<file path="src/common/bcp_pkg.sv">
// bus capable port zero: register map, field layout, modes and carriers.
// assumes a 16-line port split into two byte halves.
package bcp_pkg;

    localparam int unsigned PORT_W = 16;
    localparam int unsigned HALF_W = 8;

    // register indices; the byte address on the bus is four times these
    localparam logic [15:0] IDX_LOW_DATA     = 16'hff00;
    localparam logic [15:0] IDX_HIGH_DATA    = 16'hff02;
    localparam logic [15:0] IDX_LOW_DIR      = 16'hff04;
    localparam logic [15:0] IDX_HIGH_DIR     = 16'hff06;
    localparam logic [15:0] IDX_BUS_CFG0     = 16'hff08;
    localparam logic [15:0] IDX_STARTUP_COPY = 16'hff0a;

    localparam logic [7:0] RST_DATA = 8'h00;
    localparam logic [7:0] RST_DIR  = 8'h00;
    localparam logic [2:0] RST_CFG  = 3'h0;
    localparam logic [7:0] RST_COPY = 8'h00;

    // bus_config_zero fields
    localparam int unsigned CFG_W        = 3;
    localparam int unsigned CFG_MODE_LSB = 0;
    localparam int unsigned CFG_EN_BIT   = 2;
    // start-up straps on the port lines
    localparam int unsigned PIN_MODE_LSB = 6;
    localparam int unsigned PIN_COPY_LSB = 8;

    localparam logic [1:0] MODE_DMX8  = 2'h0;
    localparam logic [1:0] MODE_MUX8  = 2'h1;
    localparam logic [1:0] MODE_DMX16 = 2'h2;
    localparam logic [1:0] MODE_MUX16 = 2'h3;

    localparam logic [15:0] MASK_ALL  = 16'hffff;
    localparam logic [15:0] MASK_LOW  = 16'h00ff;
    localparam logic [15:0] MASK_NONE = 16'h0000;

    typedef enum logic [1:0] {
        ST_IDLE = 2'b00,
        ST_ADDR = 2'b01,
        ST_DATA = 2'b10
    } bcp_fsm_t;

    typedef struct packed {
        logic        valid;
        logic        wr;
        logic        word;
        logic [15:0] addr;
        logic [15:0] wdata;
    } bcp_ext_req_t;

    typedef struct packed {
        logic        done;
        logic        busy;
        logic        aphase;
        logic [15:0] rdata;
    } bcp_ext_rsp_t;

    typedef struct packed {
        logic [15:0]  lat;
        logic [15:0]  dir;
        logic [15:0]  pin;
        logic [15:0]  pout;
        logic [15:0]  poe;
        logic [15:0]  alt;
        logic [2:0]   cfg;
        logic [7:0]   copy;
        logic         pull;
        logic         in_rst;
        logic         wreq;
        logic [15:0]  rdat;
        bcp_fsm_t     fsm;
        logic         hi;
        bcp_ext_req_t req;
        bcp_ext_rsp_t rsp;
    } bcp_state_t;

endpackage

</file>
<file path="src/bcp_port.sv">
// bus capable port zero: 16-line port with data/direction halves, start-up
// strap capture and the bus controller's address/data sequencing.
// assumes synchronous pin inputs, an external pad resolving out/oe/pullup,
// and an Avalon-MM master on the register side.
//
// The Avalon-MM register port was left to the implementer.
`timescale 1ns/100ps

module bcp_port
    import bcp_pkg::*;
#(
    parameter int unsigned ADDR_W = 18
) (
    input  wire logic               I_CORE_CLK,
    input  wire logic               I_RST_N,
    input  wire logic [ADDR_W-1:0]  I_AVS_ADDRESS,
    input  wire logic               I_AVS_READ,
    input  wire logic               I_AVS_WRITE,
    input  wire logic [31:0]        I_AVS_WRITEDATA,
    input  wire logic [3:0]         I_AVS_BYTEENABLE,
    output logic      [31:0]        O_AVS_READDATA,
    output logic                    O_AVS_WAITREQUEST,
    input  wire logic [15:0]        I_PIN_IN,
    output logic      [15:0]        O_PIN_OUT,
    output logic      [15:0]        O_PIN_OE,
    output logic                    O_PULLUP_EN,
    input  wire logic [15:0]        I_ALT_OUT,
    output logic      [15:0]        O_ALT_IN,
    input  wire bcp_ext_req_t       I_EXT_REQ,
    output bcp_ext_rsp_t            O_EXT_RSP
);

    generate
        if (ADDR_W < 18) begin : g_chk
            $error("ADDR_W too small for the register map");
        end
    endgenerate

    // bits that the bus controller owns in the current mode
    function automatic logic [15:0] f_own(input logic [2:0] cfg);
        if (!cfg[CFG_EN_BIT])
            return MASK_NONE;
        else if (cfg[CFG_MODE_LSB+:2] == MODE_DMX8)
            return MASK_LOW;
        else
            return MASK_ALL;
    endfunction

    function automatic logic [15:0] f_dir(input logic [2:0]  cfg,
                                          input logic [15:0] dir,
                                          input bcp_fsm_t    fsm,
                                          input logic        wr);
        logic [15:0] own;
        logic [15:0] bus;
        own = f_own(cfg);
        bus = MASK_NONE;
        if (fsm == ST_ADDR)
            bus = MASK_ALL;
        else if (fsm == ST_DATA && wr)
            bus = cfg[CFG_MODE_LSB+1] ? MASK_ALL : MASK_LOW;
        return (dir & ~own) | (bus & own);
    endfunction

    bcp_state_t st_q;
    bcp_state_t st_d;

    logic [15:0] idx;
    logic        go;
    logic        mux_m;
    logic        w8_m;
    logic [15:0] own_q;
    logic [15:0] dcur;

    assign idx   = 16'(I_AVS_ADDRESS >> 2);
    assign mux_m = st_q.cfg[CFG_MODE_LSB];
    assign w8_m  = !st_q.cfg[CFG_MODE_LSB+1];
    assign own_q = f_own(st_q.cfg);
    assign dcur  = f_dir(st_q.cfg, st_q.dir, st_q.fsm, st_q.req.wr);
    assign go    = st_q.fsm == ST_IDLE && I_EXT_REQ.valid
                   && st_q.cfg[CFG_EN_BIT] && !st_q.in_rst;

    always_comb begin
        logic [15:0] rdv;
        logic [15:0] wv;
        rdv  = (dcur & st_q.lat) | (~dcur & st_q.pin);
        wv   = MASK_NONE;
        st_d = st_q;
        st_d.pin = I_PIN_IN;
        st_d.rsp.done = 1'b0;

        // strap capture on the first cycle after reset release
        if (st_q.in_rst) begin
            st_d.cfg    = {1'b1, I_PIN_IN[PIN_MODE_LSB+:2]};
            st_d.copy   = I_PIN_IN[PIN_COPY_LSB+:8];
            st_d.in_rst = 1'b0;
            st_d.pull   = 1'b0;
        end

        // one wait cycle per access keeps read data a clean flop
        if ((I_AVS_READ || I_AVS_WRITE) && st_q.wreq) begin
            st_d.wreq = 1'b0;
            case (idx)
                IDX_LOW_DATA:     st_d.rdat = {8'h00, rdv[7:0]};
                IDX_HIGH_DATA:    st_d.rdat = {8'h00, rdv[15:8]};
                IDX_LOW_DIR:      st_d.rdat = {8'h00, st_q.dir[7:0]};
                IDX_HIGH_DIR:     st_d.rdat = {8'h00, st_q.dir[15:8]};
                IDX_BUS_CFG0:     st_d.rdat = {13'h0000, st_q.cfg};
                IDX_STARTUP_COPY: st_d.rdat = {8'h00, st_q.copy};
                default:          st_d.rdat = 16'h0000;
            endcase
        end else begin
            st_d.wreq = 1'b1;
        end

        // bus-owned data latch halves ignore software writes so a transfer cannot be torn
        if (I_AVS_WRITE && !st_q.wreq && I_AVS_BYTEENABLE[0]) begin
            case (idx)
                IDX_LOW_DATA: begin
                    if (!own_q[0])
                        st_d.lat[7:0] = I_AVS_WRITEDATA[7:0];
                end
                IDX_HIGH_DATA: begin
                    if (!own_q[8])
                        st_d.lat[15:8] = I_AVS_WRITEDATA[7:0];
                end
                IDX_LOW_DIR:  st_d.dir[7:0]  = I_AVS_WRITEDATA[7:0];
                IDX_HIGH_DIR: st_d.dir[15:8] = I_AVS_WRITEDATA[7:0];
                IDX_BUS_CFG0: st_d.cfg = I_AVS_WRITEDATA[CFG_W-1:0];
                default: begin
                end
            endcase
        end

        case (st_q.fsm)
            ST_IDLE: begin
                if (go) begin
                    st_d.req      = I_EXT_REQ;
                    st_d.hi       = 1'b0;
                    st_d.rsp.busy = 1'b1;
                    if (mux_m) begin
                        st_d.fsm        = ST_ADDR;
                        st_d.rsp.aphase = 1'b1;
                        wv = I_EXT_REQ.addr;
                    end else begin
                        st_d.fsm = ST_DATA;
                        wv = w8_m ? {8'h00, I_EXT_REQ.wdata[7:0]}
                                  : I_EXT_REQ.wdata;
                    end
                    st_d.lat = (st_q.lat & ~own_q) | (wv & own_q);
                end
            end
            ST_ADDR: begin
                st_d.fsm        = ST_DATA;
                st_d.rsp.aphase = 1'b0;
                if (!w8_m)
                    wv = st_q.req.wdata;
                else if (st_q.hi)
                    wv = {8'h00, st_q.req.wdata[15:8]};
                else
                    wv = {8'h00, st_q.req.wdata[7:0]};
                st_d.lat = (st_q.lat & ~own_q) | (wv & own_q);
            end
            ST_DATA: begin
                if (!st_q.req.wr) begin
                    if (!w8_m)
                        st_d.rsp.rdata = I_PIN_IN;
                    else if (st_q.hi)
                        st_d.rsp.rdata[15:8] = I_PIN_IN[7:0];
                    else
                        st_d.rsp.rdata[7:0] = I_PIN_IN[7:0];
                end
                if (w8_m && st_q.req.word && !st_q.hi) begin
                    st_d.hi = 1'b1;
                    if (mux_m) begin
                        st_d.fsm        = ST_ADDR;
                        st_d.rsp.aphase = 1'b1;
                        wv = st_q.req.addr | 16'h0001;
                    end else begin
                        wv = {8'h00, st_q.req.wdata[15:8]};
                    end
                    st_d.lat = (st_q.lat & ~own_q) | (wv & own_q);
                end else begin
                    st_d.fsm      = ST_IDLE;
                    st_d.rsp.busy = 1'b0;
                    st_d.rsp.done = 1'b1;
                end
            end
            default: st_d.fsm = ST_IDLE;
        endcase

        // pad outputs are registered from the next state
        st_d.poe  = f_dir(st_d.cfg, st_d.dir, st_d.fsm, st_d.req.wr);
        st_d.pout = st_d.lat & (f_own(st_d.cfg) | I_ALT_OUT);
        st_d.alt  = (st_d.poe & st_d.lat) | (~st_d.poe & I_PIN_IN);
        if (st_q.in_rst)
            st_d.poe = MASK_NONE;
    end

    always_ff @(posedge I_CORE_CLK) begin
        if (!I_RST_N) begin
            st_q        <= '0;
            st_q.lat    <= {RST_DATA, RST_DATA};
            st_q.dir    <= {RST_DIR, RST_DIR};
            st_q.cfg    <= RST_CFG;
            st_q.copy   <= RST_COPY;
            st_q.pull   <= 1'b1;
            st_q.in_rst <= 1'b1;
            st_q.wreq   <= 1'b1;
        end else begin
            st_q <= st_d;
        end
    end

    assign O_AVS_READDATA    = {16'h0000, st_q.rdat};
    assign O_AVS_WAITREQUEST = st_q.wreq;
    assign O_PIN_OUT         = st_q.pout;
    assign O_PIN_OE          = st_q.poe;
    assign O_PULLUP_EN       = st_q.pull;
    assign O_ALT_IN          = st_q.alt;
    assign O_EXT_RSP         = st_q.rsp;
endmodule // bcp_port

</file>
<file path="config.mk">
export PLATFORM = sky130hd
export DESIGN_NAME = bcp_port
export DESIGN_NICKNAME = d
export VERILOG_FILES = /design/src/common/bcp_pkg.sv /design/src/bcp_port.sv
export SDC_FILE = /design/constraint.sdc
export NUM_CORES = 1
export LEC_CHECK = 0
export ABC_AREA = 1
export BUFFER_PORTS_ARGS = -buffer_cell sky130_fd_sc_hd__buf_2
export CORE_MARGIN = 1
export CORE_UTILIZATION = 49
export CTS_CLUSTER_SIZE = 28
export DETAILED_ROUTE_END_ITERATION = 7
export PLACE_DENSITY = 0.79
export SYNTH_ARGS = -nofsm -noshare
export SYNTH_HDL_FRONTEND = slang
export SYNTH_SLANG_ARGS = --single-unit
</file>
<file path="constraint.sdc">
create_clock -name I_CORE_CLK -period 2.1 [get_ports I_CORE_CLK]
set_clock_uncertainty 0.2 [all_clocks]
set_input_delay 0.42 -clock I_CORE_CLK [delete_from_list [all_inputs] [get_ports I_CORE_CLK]]
set_output_delay 0.42 -clock I_CORE_CLK [all_outputs]
set_load 0.1 [all_outputs]
</file>
==> impl_metrics.env <==
export IMPL_antennaDiodeCount=0
export IMPL_placed_cell_area_um2=9990
export IMPL_hold_viol_final=0
export IMPL_synth_main_ff_cell="dfxtp_1"
export IMPL_powerDensity_nw_per_um2=721
export IMPL_clkPwrFrac_pct=40.0
export IMPL_post_dp_hpwl_um=20700
export IMPL_ioPinCount=226
export IMPL_synthArstFlopShare_pct=0
export IMPL_tritoncts="built"
export IMPL_cts_sinks=173
export IMPL_htreeDepth=4
export IMPL_cts_buffers_inserted=17
export IMPL_setup_viol=0
export IMPL_path_cells="inv_2, a21oi_4, buf_12, nor2_1, nand2_4, o211ai_1, nand2_1, a21oi_1, nor2_1"
export IMPL_grt_total_usage_pct=28.5
export IMPL_post_place_ws_ns=-0.265
export IMPL_fin_cells=1693
export IMPL_antenna_left=0
export IMPL_grt_max_degree=44
export IMPL_start_util_pct=50.2
export IMPL_avgSynthCellArea_um2=6.93
export IMPL_p_sw_share_pct=31.7
export IMPL_synth_top_cell_area_share_pct=38.2
export IMPL_gp_congestion=0.925
export IMPL_intPower_w=0.00526
export IMPL_clk_path_buf_depth=2
export IMPL_vias=8970
export IMPL_post_drt_wl_per_cell_um=16.2
export IMPL_period_needed_ns=2.01
export IMPL_max_stage_delay_ns=0.35
export IMPL_clk_latency_ns=0.44
export IMPL_portBuffers=172
export IMPL_fin_area_um2=10700
export IMPL_critPathRequiredTime_ns=2.23
export IMPL_drc=26
export IMPL_rsz0062_at_grt="false"
export IMPL_drtPass1Iterations=8
export IMPL_status="complete, but fails checks"
export IMPL_fin_crit_sh_pct=95.6
export IMPL_leakagePower_nw=5.24
export IMPL_ys_seq_area_share_pct=38.2
export IMPL_arrival_ns=2.14
export IMPL_syn_area_um2=9070
export IMPL_postCtsSetupBuffers=0
export IMPL_p_sw_w=0.00244
export IMPL_ys_types=39
export IMPL_synth_common_cells="nand2_1 (295), dfxtp_1 (173), inv_1 (139), o21ai_0 (121), a21oi_1 (111)"
export IMPL_dieArea_um2=19100
export IMPL_combPwrFrac_pct=15.5
export IMPL_synth_top_area_cell="dfxtp_1"
export IMPL_grt_pass1_wl_um=42300
export IMPL_drt_met1_wl_um=11900
export IMPL_synthCells=1309
export IMPL_yosys_warnings=0
export IMPL_routed_via_density=5.30
export IMPL_clk_pin_slew_ns=0.07
export IMPL_antenna_found_initial=0
export IMPL_setup_worst_path_end_class="register"
export IMPL_crit_buf_inv=2
export IMPL_drv_slew=0
export IMPL_dp_cells=1655
export IMPL_ir_drop_uv=562
export IMPL_row_count=49
export IMPL_final_setup_tns_ns=0
export IMPL_crit_family="simple AND/OR/NAND/NOR gates"
export IMPL_grt_pass1_vias=8265
export IMPL_cts_root_buf="clkbuf_16"
export IMPL_crit_fanout=21
export IMPL_routed_top_layer="met4"
export IMPL_max_freq_mhz=498
export IMPL_ys_top_cells_by_area="dfxtp_1 (38%), nand2_1 (12%), buf_4 (8.6%)"
export IMPL_worst_path_max_delay_cell="dfxtp_2"
export IMPL_hp_class="input port to register"
export IMPL_synth_most_common_cell="nand2_1"
export IMPL_die_h_um=138
export IMPL_globalRouteOverflowTotal=0
export IMPL_final_layout_size_suffix_gt1_share_pct=24.8
export IMPL_fillers=1672
export IMPL_dr_wl_met2_um=12800
export IMPL_route_met3_wl_um=1780
export IMPL_crit_type="register to register"
export IMPL_seqPwrFrac_pct=44.5
export IMPL_worst_path_most_repeated_cell="nor2_1"
export IMPL_timing_final_ws_setup_ns=0.0917
export IMPL_drt_iter0_markers=785
export IMPL_cap_viol_max_count=0
export IMPL_nets=1576
export IMPL_die_w_um=138
export IMPL_synth_enable_flop_cells=0
export IMPL_routed_wl_um=27400
export IMPL_syn2layout_area_growth_pct=17.7
export IMPL_violations="DRC"
export IMPL_core_area_um2=18100
export IMPL_cp_start_kind="register"
export IMPL_ys_seq_elements=173
[state kept, by name, summed over array words and instances (netlist names)]
register,flops
O_PIN_OUT,16
O_AVS_READDATA,8
O_ALT_IN,16
O_PULLUP_EN,1
O_EXT_RSP,19
O_PIN_OE,16
O_AVS_WAITREQUEST,1
mux_m,1
st_q,95
[per-layer routing]
layer,vias up,GRT usage (%)
met1,4129,36.9
li1,4377,-
met3,62,4.33
met2,402,46.9
met4,0,13.0
met5,-,0
[cells by family after synthesis]
logic type / count (synthesis) / share of synthesized area [%]
and+or+nand+nor: 481 / 23.3
AOI/OAI and AO/OA: 336 / 20.3
buffers and inverters: 318 / 18.2
DFF: 173 / 38.2
other: 1 / 0.0413
[cells in the final DEF, fill, tap and decap left out, types with 2 or more instances in the layout]
cell,netlist,final
a21oi_1,111,107
a21oi_2,7,10
a22oi_1,7,7
a31oi_1,16,16
buf_12,1,10
buf_2,13,172
buf_4,104,70
clkbuf_16,0,17
clkinv_1,4,2
clkinv_2,0,2
clkinvlp_4,0,3
conb_1,1,24
dfxtp_1,173,168
dfxtp_2,0,5
dlygate4sd3_1,0,6
inv_1,139,139
inv_2,15,16
inv_6,0,6
inv_8,0,3
nand2_1,295,292
nand2_2,3,5
nand2_4,4,5
nand3_1,46,45
nand3_2,7,8
nand4_1,10,10
nand4_2,2,2
nor2_1,92,92
nor2_2,8,7
nor2_4,3,4
nor2_8,2,2
nor3_1,4,4
nor4_2,2,2
o211ai_1,22,22
o21a_1,12,12
o21a_2,2,2
o21ai_0,121,117
o21ai_1,36,37
o21ai_2,1,4
[cell type report]
type	count	area, µm²	share of cell area, %
multi-input cells	841	4110	38.4
flip-flops and latches	173	3470	32.5
repair buffers	259	1660	15.5
inverters	159	603	5.65
clock buffers	18	439	4.11
well taps	229	287	2.68
clock inverters	14	120	1.12
[path summary, 6_finish.rpt]
kind	start	endpoint	slack, ns	cells after the start
setup reg to reg	st_q[85]	O_ALT_IN[10]	0.09	9
hold reg to reg	st_q[50]	st_q[50]	0.25	2
hold / removal	I_ALT_OUT[9]	O_PIN_OUT[9]	0.02	3
setup / recovery	st_q[85]	O_ALT_IN[10]	0.09	9
[stage by stage]
stage,power [W],hold slack (ns),utilization [%]
after floorplan,0.00437,0.225,-
after global placement,0.00465,0.229,55.3
after detailed placement,0.00466,0.229,55.3
after CTS,0.00771,0.00621,58.7
after global routing,0.00795,0.0317,59.1
final,0.00770,0.0230,59.1
[worst reg2reg max path: stages (launching register included)]
cell	delay, ns
dfxtp_2	0.35
inv_2	0.15
a21oi_4	0.09
buf_12	0.15
nor2_1	0.17
nand2_4	0.16
o211ai_1	0.24
nand2_1	0.18
a21oi_1	0.17
nor2_1	0.06
[power groups by stage]
stage               Sequential [W]  Combinational [W]  Clock, W
floorplan                  0.00350           0.000869         0
global placement           0.00350            0.00115         0
detailed placement         0.00350            0.00116         0
CTS                        0.00343            0.00118   0.00311
global route               0.00344            0.00126   0.00325
finish                     0.00343            0.00119   0.00308
[what timing repair did]
| action | in CTS | in global routing |
|---|---|---|
| endpoints found under the hold margin | 6 | 0 |
| gates resized for setup | 2 | 22 |
| hold buffers | 6 | 0 |
| pin swaps | 1 | 1 |
| setup endpoints to repair | 4 | 42 |
Note: power is estimated with default switching activity, not from simulation.
